File: src/core/msx_exec_pkg.sv
// msx_exec_pkg: shared types, widths and constants for the swap, skip,
// table-read and exclusive-OR execution block.
// assumes a single 125 MHz clock; program memory words are 14 bits wide.
package msx_exec_pkg;

  // data and program memory geometry
  localparam int unsigned MSX_DATA_W = 8;
  localparam int unsigned MSX_ROM_W = 14;
  localparam int unsigned MSX_PTR_W = 8;
  localparam int unsigned MSX_PAGE_W = 3;
  localparam int unsigned MSX_ROM_AW = MSX_PAGE_W + MSX_PTR_W;
  localparam int unsigned MSX_HIGH_W = MSX_ROM_W - MSX_DATA_W;
  localparam logic [MSX_PAGE_W-1:0] MSX_LAST_PAGE = 3'h7;

  // reset values
  localparam logic [MSX_DATA_W-1:0] MSX_ACC_RST = 8'h00;
  localparam logic [MSX_HIGH_W-1:0] MSX_HIGH_RST = 6'h00;
  localparam logic [MSX_DATA_W-1:0] MSX_ZERO_BYTE = 8'h00;

  // timing: instruction cycles taken, in clock cycles
  localparam int unsigned MSX_SKIP_CYCLES = 2;
  localparam int unsigned MSX_PLAIN_CYCLES = 1;
  localparam int unsigned MSX_TABLE_CYCLES = 2;

  // instructions handled by this block
  typedef enum logic [3:0] {
    OP_NONE = 4'h0,
    OP_NIBBLE_SWAP_TO_ACC = 4'h1,
    OP_SKIP_WHEN_ZERO = 4'h2,
    OP_COPY_AND_SKIP_ZERO = 4'h3,
    OP_SKIP_BIT_CLEAR = 4'h4,
    OP_TABLE_READ_CURRENT_PAGE = 4'h5,
    OP_TABLE_READ_LAST_PAGE = 4'h6,
    OP_XOR_ACC_MEM = 4'h7,
    OP_XOR_INTO_MEMORY = 4'h8,
    OP_XOR_IMMEDIATE = 4'h9
  } msx_op_t;

  // one issued instruction with its operands
  typedef struct packed {
    msx_op_t op;
    logic [MSX_DATA_W-1:0] mem_data;
    logic [2:0] bit_idx;
    logic [MSX_DATA_W-1:0] literal;
  } msx_instr_t;

  // combinational outcome of one instruction
  typedef struct packed {
    logic acc_we;
    logic [MSX_DATA_W-1:0] acc_val;
    logic mem_we;
    logic [MSX_DATA_W-1:0] mem_val;
    logic zero_we;
    logic zero_val;
    logic skip;
  } msx_alu_res_t;

  // execution sequencer states
  typedef enum logic [2:0] {
    ST_IDLE = 3'b001,
    ST_TBL_WAIT = 3'b010,
    ST_DUMMY = 3'b100
  } msx_fsm_t;

  // exclusive-OR forms touch the zero flag
  function automatic logic msx_is_xor(input msx_op_t op);
    return (op == OP_XOR_ACC_MEM) || (op == OP_XOR_INTO_MEMORY) || (op == OP_XOR_IMMEDIATE);
  endfunction : msx_is_xor

  // table reads go to program memory
  function automatic logic msx_is_table(input msx_op_t op);
    return (op == OP_TABLE_READ_CURRENT_PAGE) || (op == OP_TABLE_READ_LAST_PAGE);
  endfunction : msx_is_table

endpackage : msx_exec_pkg

File: src/core/msx_exec_alu.sv
// msx_exec_alu: combinational datapath for swap, skip tests and XOR forms.
// assumes operands are stable in the cycle the instruction is issued.
`timescale 1ns/1ns
`default_nettype none
module msx_exec_alu (
  // operands
  input wire msx_exec_pkg::msx_instr_t i_instr,
  input wire logic [msx_exec_pkg::MSX_DATA_W-1:0] i_acc,
  // outcome
  output msx_exec_pkg::msx_alu_res_t o_res
);
  import msx_exec_pkg::*;

  logic [MSX_DATA_W-1:0] xor_val;
  logic [MSX_DATA_W-1:0] swapped;
  logic data_zero;

  // shared terms
  assign swapped = {i_instr.mem_data[3:0], i_instr.mem_data[7:4]}; // RULE1
  assign data_zero = (i_instr.mem_data == MSX_ZERO_BYTE);
  assign xor_val = i_acc ^ ((i_instr.op == OP_XOR_IMMEDIATE) ? i_instr.literal
                                                            : i_instr.mem_data);

  // per-instruction effects; anything not listed leaves all state alone
  always_comb begin
    o_res = '0;
    o_res.zero_val = (xor_val == MSX_ZERO_BYTE); // RULE11
    o_res.zero_we = msx_is_xor(i_instr.op);
    unique case (i_instr.op)
      OP_NIBBLE_SWAP_TO_ACC: begin
        o_res.acc_we = 1'b1; // RULE1
        o_res.acc_val = swapped;
      end
      OP_SKIP_WHEN_ZERO: begin
        o_res.skip = data_zero; // RULE2
      end
      OP_COPY_AND_SKIP_ZERO: begin
        o_res.acc_we = 1'b1; // RULE3
        o_res.acc_val = i_instr.mem_data;
        o_res.skip = data_zero;
      end
      OP_SKIP_BIT_CLEAR: begin
        o_res.skip = ~i_instr.mem_data[i_instr.bit_idx]; // RULE4
      end
      OP_XOR_ACC_MEM, OP_XOR_IMMEDIATE: begin
        o_res.acc_we = 1'b1; // RULE7 RULE9
        o_res.acc_val = xor_val;
      end
      OP_XOR_INTO_MEMORY: begin
        o_res.mem_we = 1'b1; // RULE8
        o_res.mem_val = xor_val;
      end
      default: begin
        o_res.zero_we = 1'b0;
      end
    endcase
  end

endmodule : msx_exec_alu
`default_nettype wire

File: src/core/msx_exec_unit.sv
// msx_exec_unit: executes nibble swap, zero/bit skips, table reads and XOR.
// assumes the decode stage holds the data memory address while o_ready is low
// and program memory drives the word while o_rom_rd is high; it is taken at that cycle's end.
//
// Summary of operation
// RULE1 - swap nibbles of data byte into accumulator, memory untouched
// RULE2 - skip when byte zero: flush prefetched word, dummy cycle, two cycles
// RULE3 - copy byte to accumulator; skip with dummy cycle if it is zero
// RULE4 - skip when selected bit clear: flush, dummy cycle; else one cycle
// RULE5 - current-page table read: low byte to memory, high bits to high register
// RULE6 - last-page table read: same transfer from final program page
// RULE7 - xor accumulator with data byte into accumulator, zero flag only
// RULE8 - xor data byte with accumulator back into memory, zero flag only
// RULE9 - xor literal with accumulator into accumulator, zero flag only
// RULE10 - swap, skip and table reads leave all status flags unchanged
// RULE11 - zero flag set when xor result is zero, else cleared
`timescale 1ns/1ns
`default_nettype none
module msx_exec_unit (
  // clock and reset
  input wire logic i_ref_clk,
  input wire logic i_rst,
  // instruction issue from decode
  input wire logic i_issue,
  input wire msx_exec_pkg::msx_instr_t i_instr,
  input wire logic [msx_exec_pkg::MSX_PTR_W-1:0] i_table_pointer_reg,
  input wire logic [msx_exec_pkg::MSX_PAGE_W-1:0] i_pc_page,
  output logic o_ready,
  // program memory read port
  output logic o_rom_rd,
  output logic [msx_exec_pkg::MSX_ROM_AW-1:0] o_rom_addr,
  input wire logic [msx_exec_pkg::MSX_ROM_W-1:0] i_rom_data,
  // data memory write port
  output logic o_mem_we,
  output logic [msx_exec_pkg::MSX_DATA_W-1:0] o_mem_wdata,
  // pipeline control
  output logic o_flush,
  // architectural state
  output logic [msx_exec_pkg::MSX_DATA_W-1:0] o_acc,
  output logic o_zero,
  output logic o_zero_we,
  output logic [msx_exec_pkg::MSX_HIGH_W-1:0] o_table_high_byte_reg
);
  import msx_exec_pkg::*;

  // all state of the unit in one record
  typedef struct packed {
    msx_fsm_t state;
    logic [MSX_DATA_W-1:0] acc;
    logic zero;
    logic zero_we;
    logic [MSX_HIGH_W-1:0] high;
    logic mem_we;
    logic [MSX_DATA_W-1:0] mem_wdata;
    logic flush;
    logic rom_rd;
    logic [MSX_ROM_AW-1:0] rom_addr;
  } msx_regs_t;

  msx_regs_t st_reg;
  msx_regs_t st_next;
  msx_alu_res_t alu_res;
  logic accept;

  // datapath for the single-cycle forms
  msx_exec_alu u_alu (
    .i_instr(i_instr),
    .i_acc(st_reg.acc),
    .o_res(alu_res)
  );

  // issue is only taken in the idle state, so dummy and table cycles stall decode
  assign o_ready = (st_reg.state == ST_IDLE);
  assign accept = i_issue && o_ready;

  // next-state logic; strobes are cleared each cycle so they last one clock
  always_comb begin
    st_next = st_reg;
    st_next.mem_we = 1'b0;
    st_next.flush = 1'b0;
    st_next.rom_rd = 1'b0;
    st_next.zero_we = 1'b0;
    unique case (st_reg.state)
      ST_IDLE: begin
        if (accept) begin
          if (msx_is_table(i_instr.op)) begin
            // pointer picks the word; page is the current one or the last
            st_next.rom_rd = 1'b1;
            st_next.rom_addr = {(i_instr.op == OP_TABLE_READ_LAST_PAGE) ? MSX_LAST_PAGE // RULE6
                                                                      : i_pc_page, // RULE5
                                i_table_pointer_reg};
            st_next.state = ST_TBL_WAIT;
          end else begin
            if (alu_res.acc_we) begin
              st_next.acc = alu_res.acc_val; // RULE1 RULE3 RULE7 RULE9
            end
            st_next.mem_we = alu_res.mem_we; // RULE8
            st_next.mem_wdata = alu_res.mem_val;
            // only the xor forms touch the flag; the rest keep it as it was
            if (alu_res.zero_we) begin
              st_next.zero = alu_res.zero_val; // RULE10 RULE11
            end
            st_next.zero_we = alu_res.zero_we;
            if (alu_res.skip) begin
              st_next.flush = 1'b1; // RULE2 RULE3 RULE4
              st_next.state = ST_DUMMY;
            end
          end
        end
      end
      ST_TBL_WAIT: begin
        // program word arrives now; split it between memory and the high register
        st_next.mem_we = 1'b1; // RULE5 RULE6
        st_next.mem_wdata = i_rom_data[MSX_DATA_W-1:0];
        st_next.high = i_rom_data[MSX_ROM_W-1:MSX_DATA_W];
        st_next.state = ST_IDLE;
      end
      ST_DUMMY: begin
        st_next.state = ST_IDLE; // RULE2
      end
      default: begin
        st_next.state = ST_IDLE;
      end
    endcase
  end

  // state register
  always_ff @(posedge i_ref_clk) begin
    if (i_rst) begin
      st_reg <= '{state: ST_IDLE, acc: MSX_ACC_RST, zero: 1'b0, zero_we: 1'b0,
                  high: MSX_HIGH_RST, mem_we: 1'b0, mem_wdata: MSX_ZERO_BYTE,
                  flush: 1'b0, rom_rd: 1'b0, rom_addr: '0};
    end else begin
      st_reg <= st_next;
    end
  end

  // outputs straight from flip-flops
  assign o_rom_rd = st_reg.rom_rd;
  assign o_rom_addr = st_reg.rom_addr;
  assign o_mem_we = st_reg.mem_we;
  assign o_mem_wdata = st_reg.mem_wdata;
  assign o_flush = st_reg.flush;
  assign o_acc = st_reg.acc;
  assign o_zero = st_reg.zero;
  assign o_zero_we = st_reg.zero_we;
  assign o_table_high_byte_reg = st_reg.high;
endmodule : msx_exec_unit
`default_nettype wire

File: config.mk
export PLATFORM = sky130hd
export DESIGN_NAME = msx_exec_unit
export DESIGN_NICKNAME = d
export VERILOG_FILES = /design/src/core/msx_exec_pkg.sv /design/src/core/msx_exec_alu.sv /design/src/core/msx_exec_unit.sv
export SDC_FILE = /design/constraint.sdc
export NUM_CORES = 1
export LEC_CHECK = 0
export BUFFER_PORTS_ARGS = -buffer_cell sky130_fd_sc_hd__buf_4
export CAP_MARGIN = 40
export CORE_ASPECT_RATIO = 0.7
export CORE_UTILIZATION = 40
export DETAILED_ROUTE_END_ITERATION = 10
export GPL_TIMING_DRIVEN = 0
export MAX_ROUTING_LAYER = met4
export PLACE_DENSITY = 0.77
export SLEW_MARGIN = 5
export SYNTH_ARGS = -nofsm -noshare
export SYNTH_HDL_FRONTEND = slang
export SYNTH_HIERARCHICAL = 1
export SYNTH_SLANG_ARGS = --single-unit
File: constraint.sdc
create_clock -name i_ref_clk -period 2.5 [get_ports i_ref_clk]
set_clock_uncertainty 0.15 [all_clocks]
set_input_delay 0.5 -clock i_ref_clk [delete_from_list [all_inputs] [get_ports i_ref_clk]]
set_output_delay 0.5 -clock i_ref_clk [all_outputs]
set_load 0.03 [all_outputs]
---- Word-level counts from Yosys, hierarchy flattened ----
Index checks and enable logic that the tools add are counted.
operators by class
  equality and inequality tests ........... 13
  muxes and demuxes ....................... 15
  reductions and logical operators ........ 19
  bitwise operators ....................... 5
  magnitude comparators ................... 1
operator list
  operator                                                               number
  9-bit case mux with 3 select lines                                     1
  22-bit two-way mux                                                     1
  9-bit case mux with 2 select lines                                     1
  4-bit by 3-bit equality test with 1-bit output, second input constant  4
  8-bit logical NOT                                                      2
  12-bit two-way mux                                                     1
  10-bit two-way mux                                                     1
  3-bit two-way mux                                                      3
  9-bit two-way mux                                                      1
  4-bit by 2-bit equality test with 1-bit output, second input constant  2
  4-bit equality test, second input constant                             2
  8-bit two-way mux                                                      1
  4-bit AND reduction                                                    2
  8-bit bitwise XOR                                                      1
  7-bit OR reduction                                                     1
  3-bit AND reduction                                                    2
  2-bit OR reduction                                                     3
  4-bit by 1-bit equality test with 1-bit output, second input constant  1
  3-bit by 4-bit < comparator with 1-bit output, second input constant   1
  1-bit inverter                                                         4
  2-bit nonzero test                                                     2
  4-bit OR reduction                                                     1
  1-bit binary-select mux with 3-bit select                              1
  3-bit by 1-bit equality test with 1-bit output, second input constant  1
  other kinds (9)                                                        13
storage, ports and cells
  input port bits ......................... 51
  output and inout port bits .............. 39
  register bits ........................... 41
  logic and storage cells ................. 63

---- Logic depth before layout (Yosys ltp) ----
  word-level depth ........................ 8
  mapped depth ............................ 8
  mapped depth without buffers ............ 7

---- Hierarchy ----
Netlist, hierarchy kept.
by module, submodules not included
  module         sequential area each (sq um)  area each (sq um)  cells an instance  times used
  msx_exec_unit  820.8                         1793.0             212                1
  msx_exec_alu   0.0                           515.5              69                 1

---- Worst setup path before layout ----
Ideal clock, no wire load.
  kind .................................... input to register
  start ................................... input port i_instr[20] (netlist name)
  end ..................................... register st_reg[38] (netlist name)
  slack ................................... 427 ps
  arrival time ............................ 1755 ps
  stages .................................. 6
  buffers on the path ..................... 1
  path through ............................ buf_2 -> or4b_2 -> o21ai_1 -> a21oi_1 -> o21ai_0 -> nand3b_1
RTL lines
  element               RTL line              RTL
  from (decl)           msx_exec_unit.sv:25   input wire msx_exec_pkg::msx_instr_t i_instr,
  to (signal assigned)  msx_exec_unit.sv:130  st_reg <= '{state: ST_IDLE, acc: MSX_ACC_RST, zero: 1'b0, zero_we: 1'b0,
  to (signal assigned)  msx_exec_unit.sv:134  st_reg <= st_next;
  to (decl)             msx_exec_unit.sv:60   msx_regs_t st_reg;

==> reports/metrics.cfg <==
[global_route]
antenna_found_initial=0
grt_max_degree=13
grt_pass1_wl_um=9577
first_global_vias=2072
groute.usage.overall_pct=20.54
grt-ovfl-total=0

[sta]
finalHoldViolations=0
rsz0062_at_grt=false
min_period_over_period_pct=91.76
min_period_ns=2.294
fin_hold_ws_ns=0.2935
slew_viol_final=0
max_slew_margin_pct=49.20
achievable-frequency_mhz=435.9
worst_pin_slew_ns=0.7604
setup_viol=0

[placement]
gp_congestion=0.8672
dpl.hpwl_um=4590
dp_cells=441
io_buffers=88
place_area_um2=3059

[flow_run]
cap_viol_max_count=0

[logic_synthesis]
synth_fa_ha_area_share_pct=0
ys_types=38
syn_avg_cell_area_um2=8.215
synth_nets=332
synth_ff_type=dfxtp_1
synth-compound-area-share_pct=15.61
synth_area_um2=2308
async_flop_share_pct=0
yosys_warnings=6
synthMuxAreaShare_pct=8.509
synthCells=281
synth_top_family_by_area=simple AND/OR/NAND/NOR gates
synth_seq_cells=41
yosys.area.top_type=dfxtp_1
synthXorXnorAreaFrac_pct=4.878
synth_common_cells=dfxtp_1 (41), nand2_1 (41), buf_4 (34)
seq_area_frac_synth_pct=35.56
synthTopCellsByArea=dfxtp_1 (36%), buf_4 (11%), a21oi_1 (7.2%)
synth_top_area_share_pct=35.56
synth_edf_count=0
synth-simple-area-share_pct=20.70

[layout]
syn_to_final_growth_pct=36.10
ff_latch_area_um2=820.8
n_antenna_cell=0
multi_input_area_um2=1147
drive_gt1_share_pct=38.46
nFillCells=542
stdcell_count=449
largest_register_ffs=11
nets=427
fin_area_um2=3142

[route]
wirelength_um=5991
drc=0
avgRoutedWirePerCell_um=13.34
num_vias=2272
vias_per_cell=5.060
drtIter0Drc=149
drt_first_pass_iters=4
postRouteAntennaNets=0

[worst_setup_path]
arrival_ns=2.36
worstSetupEndpointType=flop
cp-start-kind=primary input
slowest_delay_ns=0.57
cp_max_fo=10
cp.required_ns=2.57
crit_family=compound AO/OA/AOI/OAI gates
path_common_cell=nand2_1
crit_slowest_cell=o21ai_1
path_cells=buf_4 -> and3b_2 -> o21ai_1 -> nand2_1 -> buf_2 -> o211ai_1 -> nand2_1 -> a21oi_1
path_class=in2reg
cp_num_buf_inv=2

[floorplanning]
fp.dieW_um=92.80
initial_core_util_pct=42.79
core.rowCount=22
ios=90
die_h_um=65.56
core_area_um2=5395
die_area_um2=6084

[run_status]
status=completed

[pwr]
peakVddDrop_mv=0.2160
p_leak_nw=1.393
cellPowerDensity_nw_per_um2=431.9

[cts]
worstSkewPairLatency_ns=0.29
numCtsBuffers=5
root_buffer=clkbuf_8
cts_tree=yes
cts.clk_slew.worst_paths_ns=0.08
cts.repair.resized=0
clockBufferDepth=2
h-tree-depth=2
cts-hold-fix-buffers=0
cts_sinks=41
cts_setup_buffers=0

[hold_path]
hold_class=in2reg

## report_power, final
part	total, W	switching (W)	internal (W)
sequential	0.000670	0.00000680	0.000663
combinational	0.000267	0.000140	0.000127
clock	0.000420	0.000226	0.000194
## cells in the final DEF (no fill, tap or decap), types with 2 or more instances in the layout
cell and count:
nand3_1 18, xnor2_1 3, nand4_1 3, xor2_1 8
a21oi_1 33, inv_1 3, o22ai_1 11, nor2_1 17
o21ai_0 6, buf_6 2, dfxtp_1 41, a22oi_1 8
buf_2 5, nand2_1 41, mux2i_1 14, nor3b_1 4
o21ai_1 2, clkbuf_1 7, clkbuf_8 5, nand2b_1 2
buf_4 122, clkinv_2 2, nor4_1 2, mux4_2 2
## area by class of cell
cell class                      instances  area share (%)
Inverter                                3          0.3584
Tap cell                               72           2.867
Timing Repair Buffer                   88           21.03
Buffer                                 48           10.47
Clock inverter                          2          0.3186
Sequential cell                        41           26.13
Multi-Input combinational cell        189           36.52
Clock buffer                            6           2.310
## worst reg2reg max path, cell delays in order, from the launching register on
cell	delay, ns
dfxtp_1	0.37
nor3b_1	0.65
buf_2	0.35
a22oi_1	0.09
a21oi_1	0.16
## cells by family after synthesis
logic type	after synthesis
flops	41
xor+xnor	12
buf+inv	51
simple gates	98
compound gates	62
mux	17
## final timing paths
path              slack, ns                                    end  depth (start not counted)                             startpoint
setup reg to reg       0.65            o_mem_wdata[6]$_SDFFE_PP0P_                          4                st_reg[39]$_SDFFE_PP0P_
hold reg to reg        0.31  o_table_high_byte_reg[3]$_SDFFE_PP0N_                          2  o_table_high_byte_reg[3]$_SDFFE_PP0N_
hold / removal         0.29            o_rom_addr[10]$_SDFFE_PP0P_                          3                           i_pc_page[2]
setup / recovery       0.21                  o_acc[7]$_SDFFE_PP0P_                          8                            i_instr[21]
## metrics by stage
stage	worst slack (ns)	total power (W)	utilization [%]	TNS (ns)
2_1_floorplan	0.4271	0.0008309	-	0
4_1_cts	0.2503	0.001364	58.23	0
3_3_place_gp	0.03308	0.0009463	56.70	0
3_5_place_dp	-0.03625	0.0009503	56.70	-0.1751
5_1_grt	0.08250	0.001419	58.23	0
6_report	0.2061	0.001357	58.23	0
## layer usage
| layer | vias to the layer above | global-route usage (%) | routed length (um) |
|---|---|---|---|
| li1 | 1141 | - | - |
| met1 | 1017 | 26.66 | 2779 |
| met2 | 112 | 32.26 | 2642 |
| met3 | 2 | 5.671 | 540 |
| met4 | 0 | 4.038 | 29 |
| met5 | - | - | 0 |
Note: power is estimated with default switching activity, not from simulation.
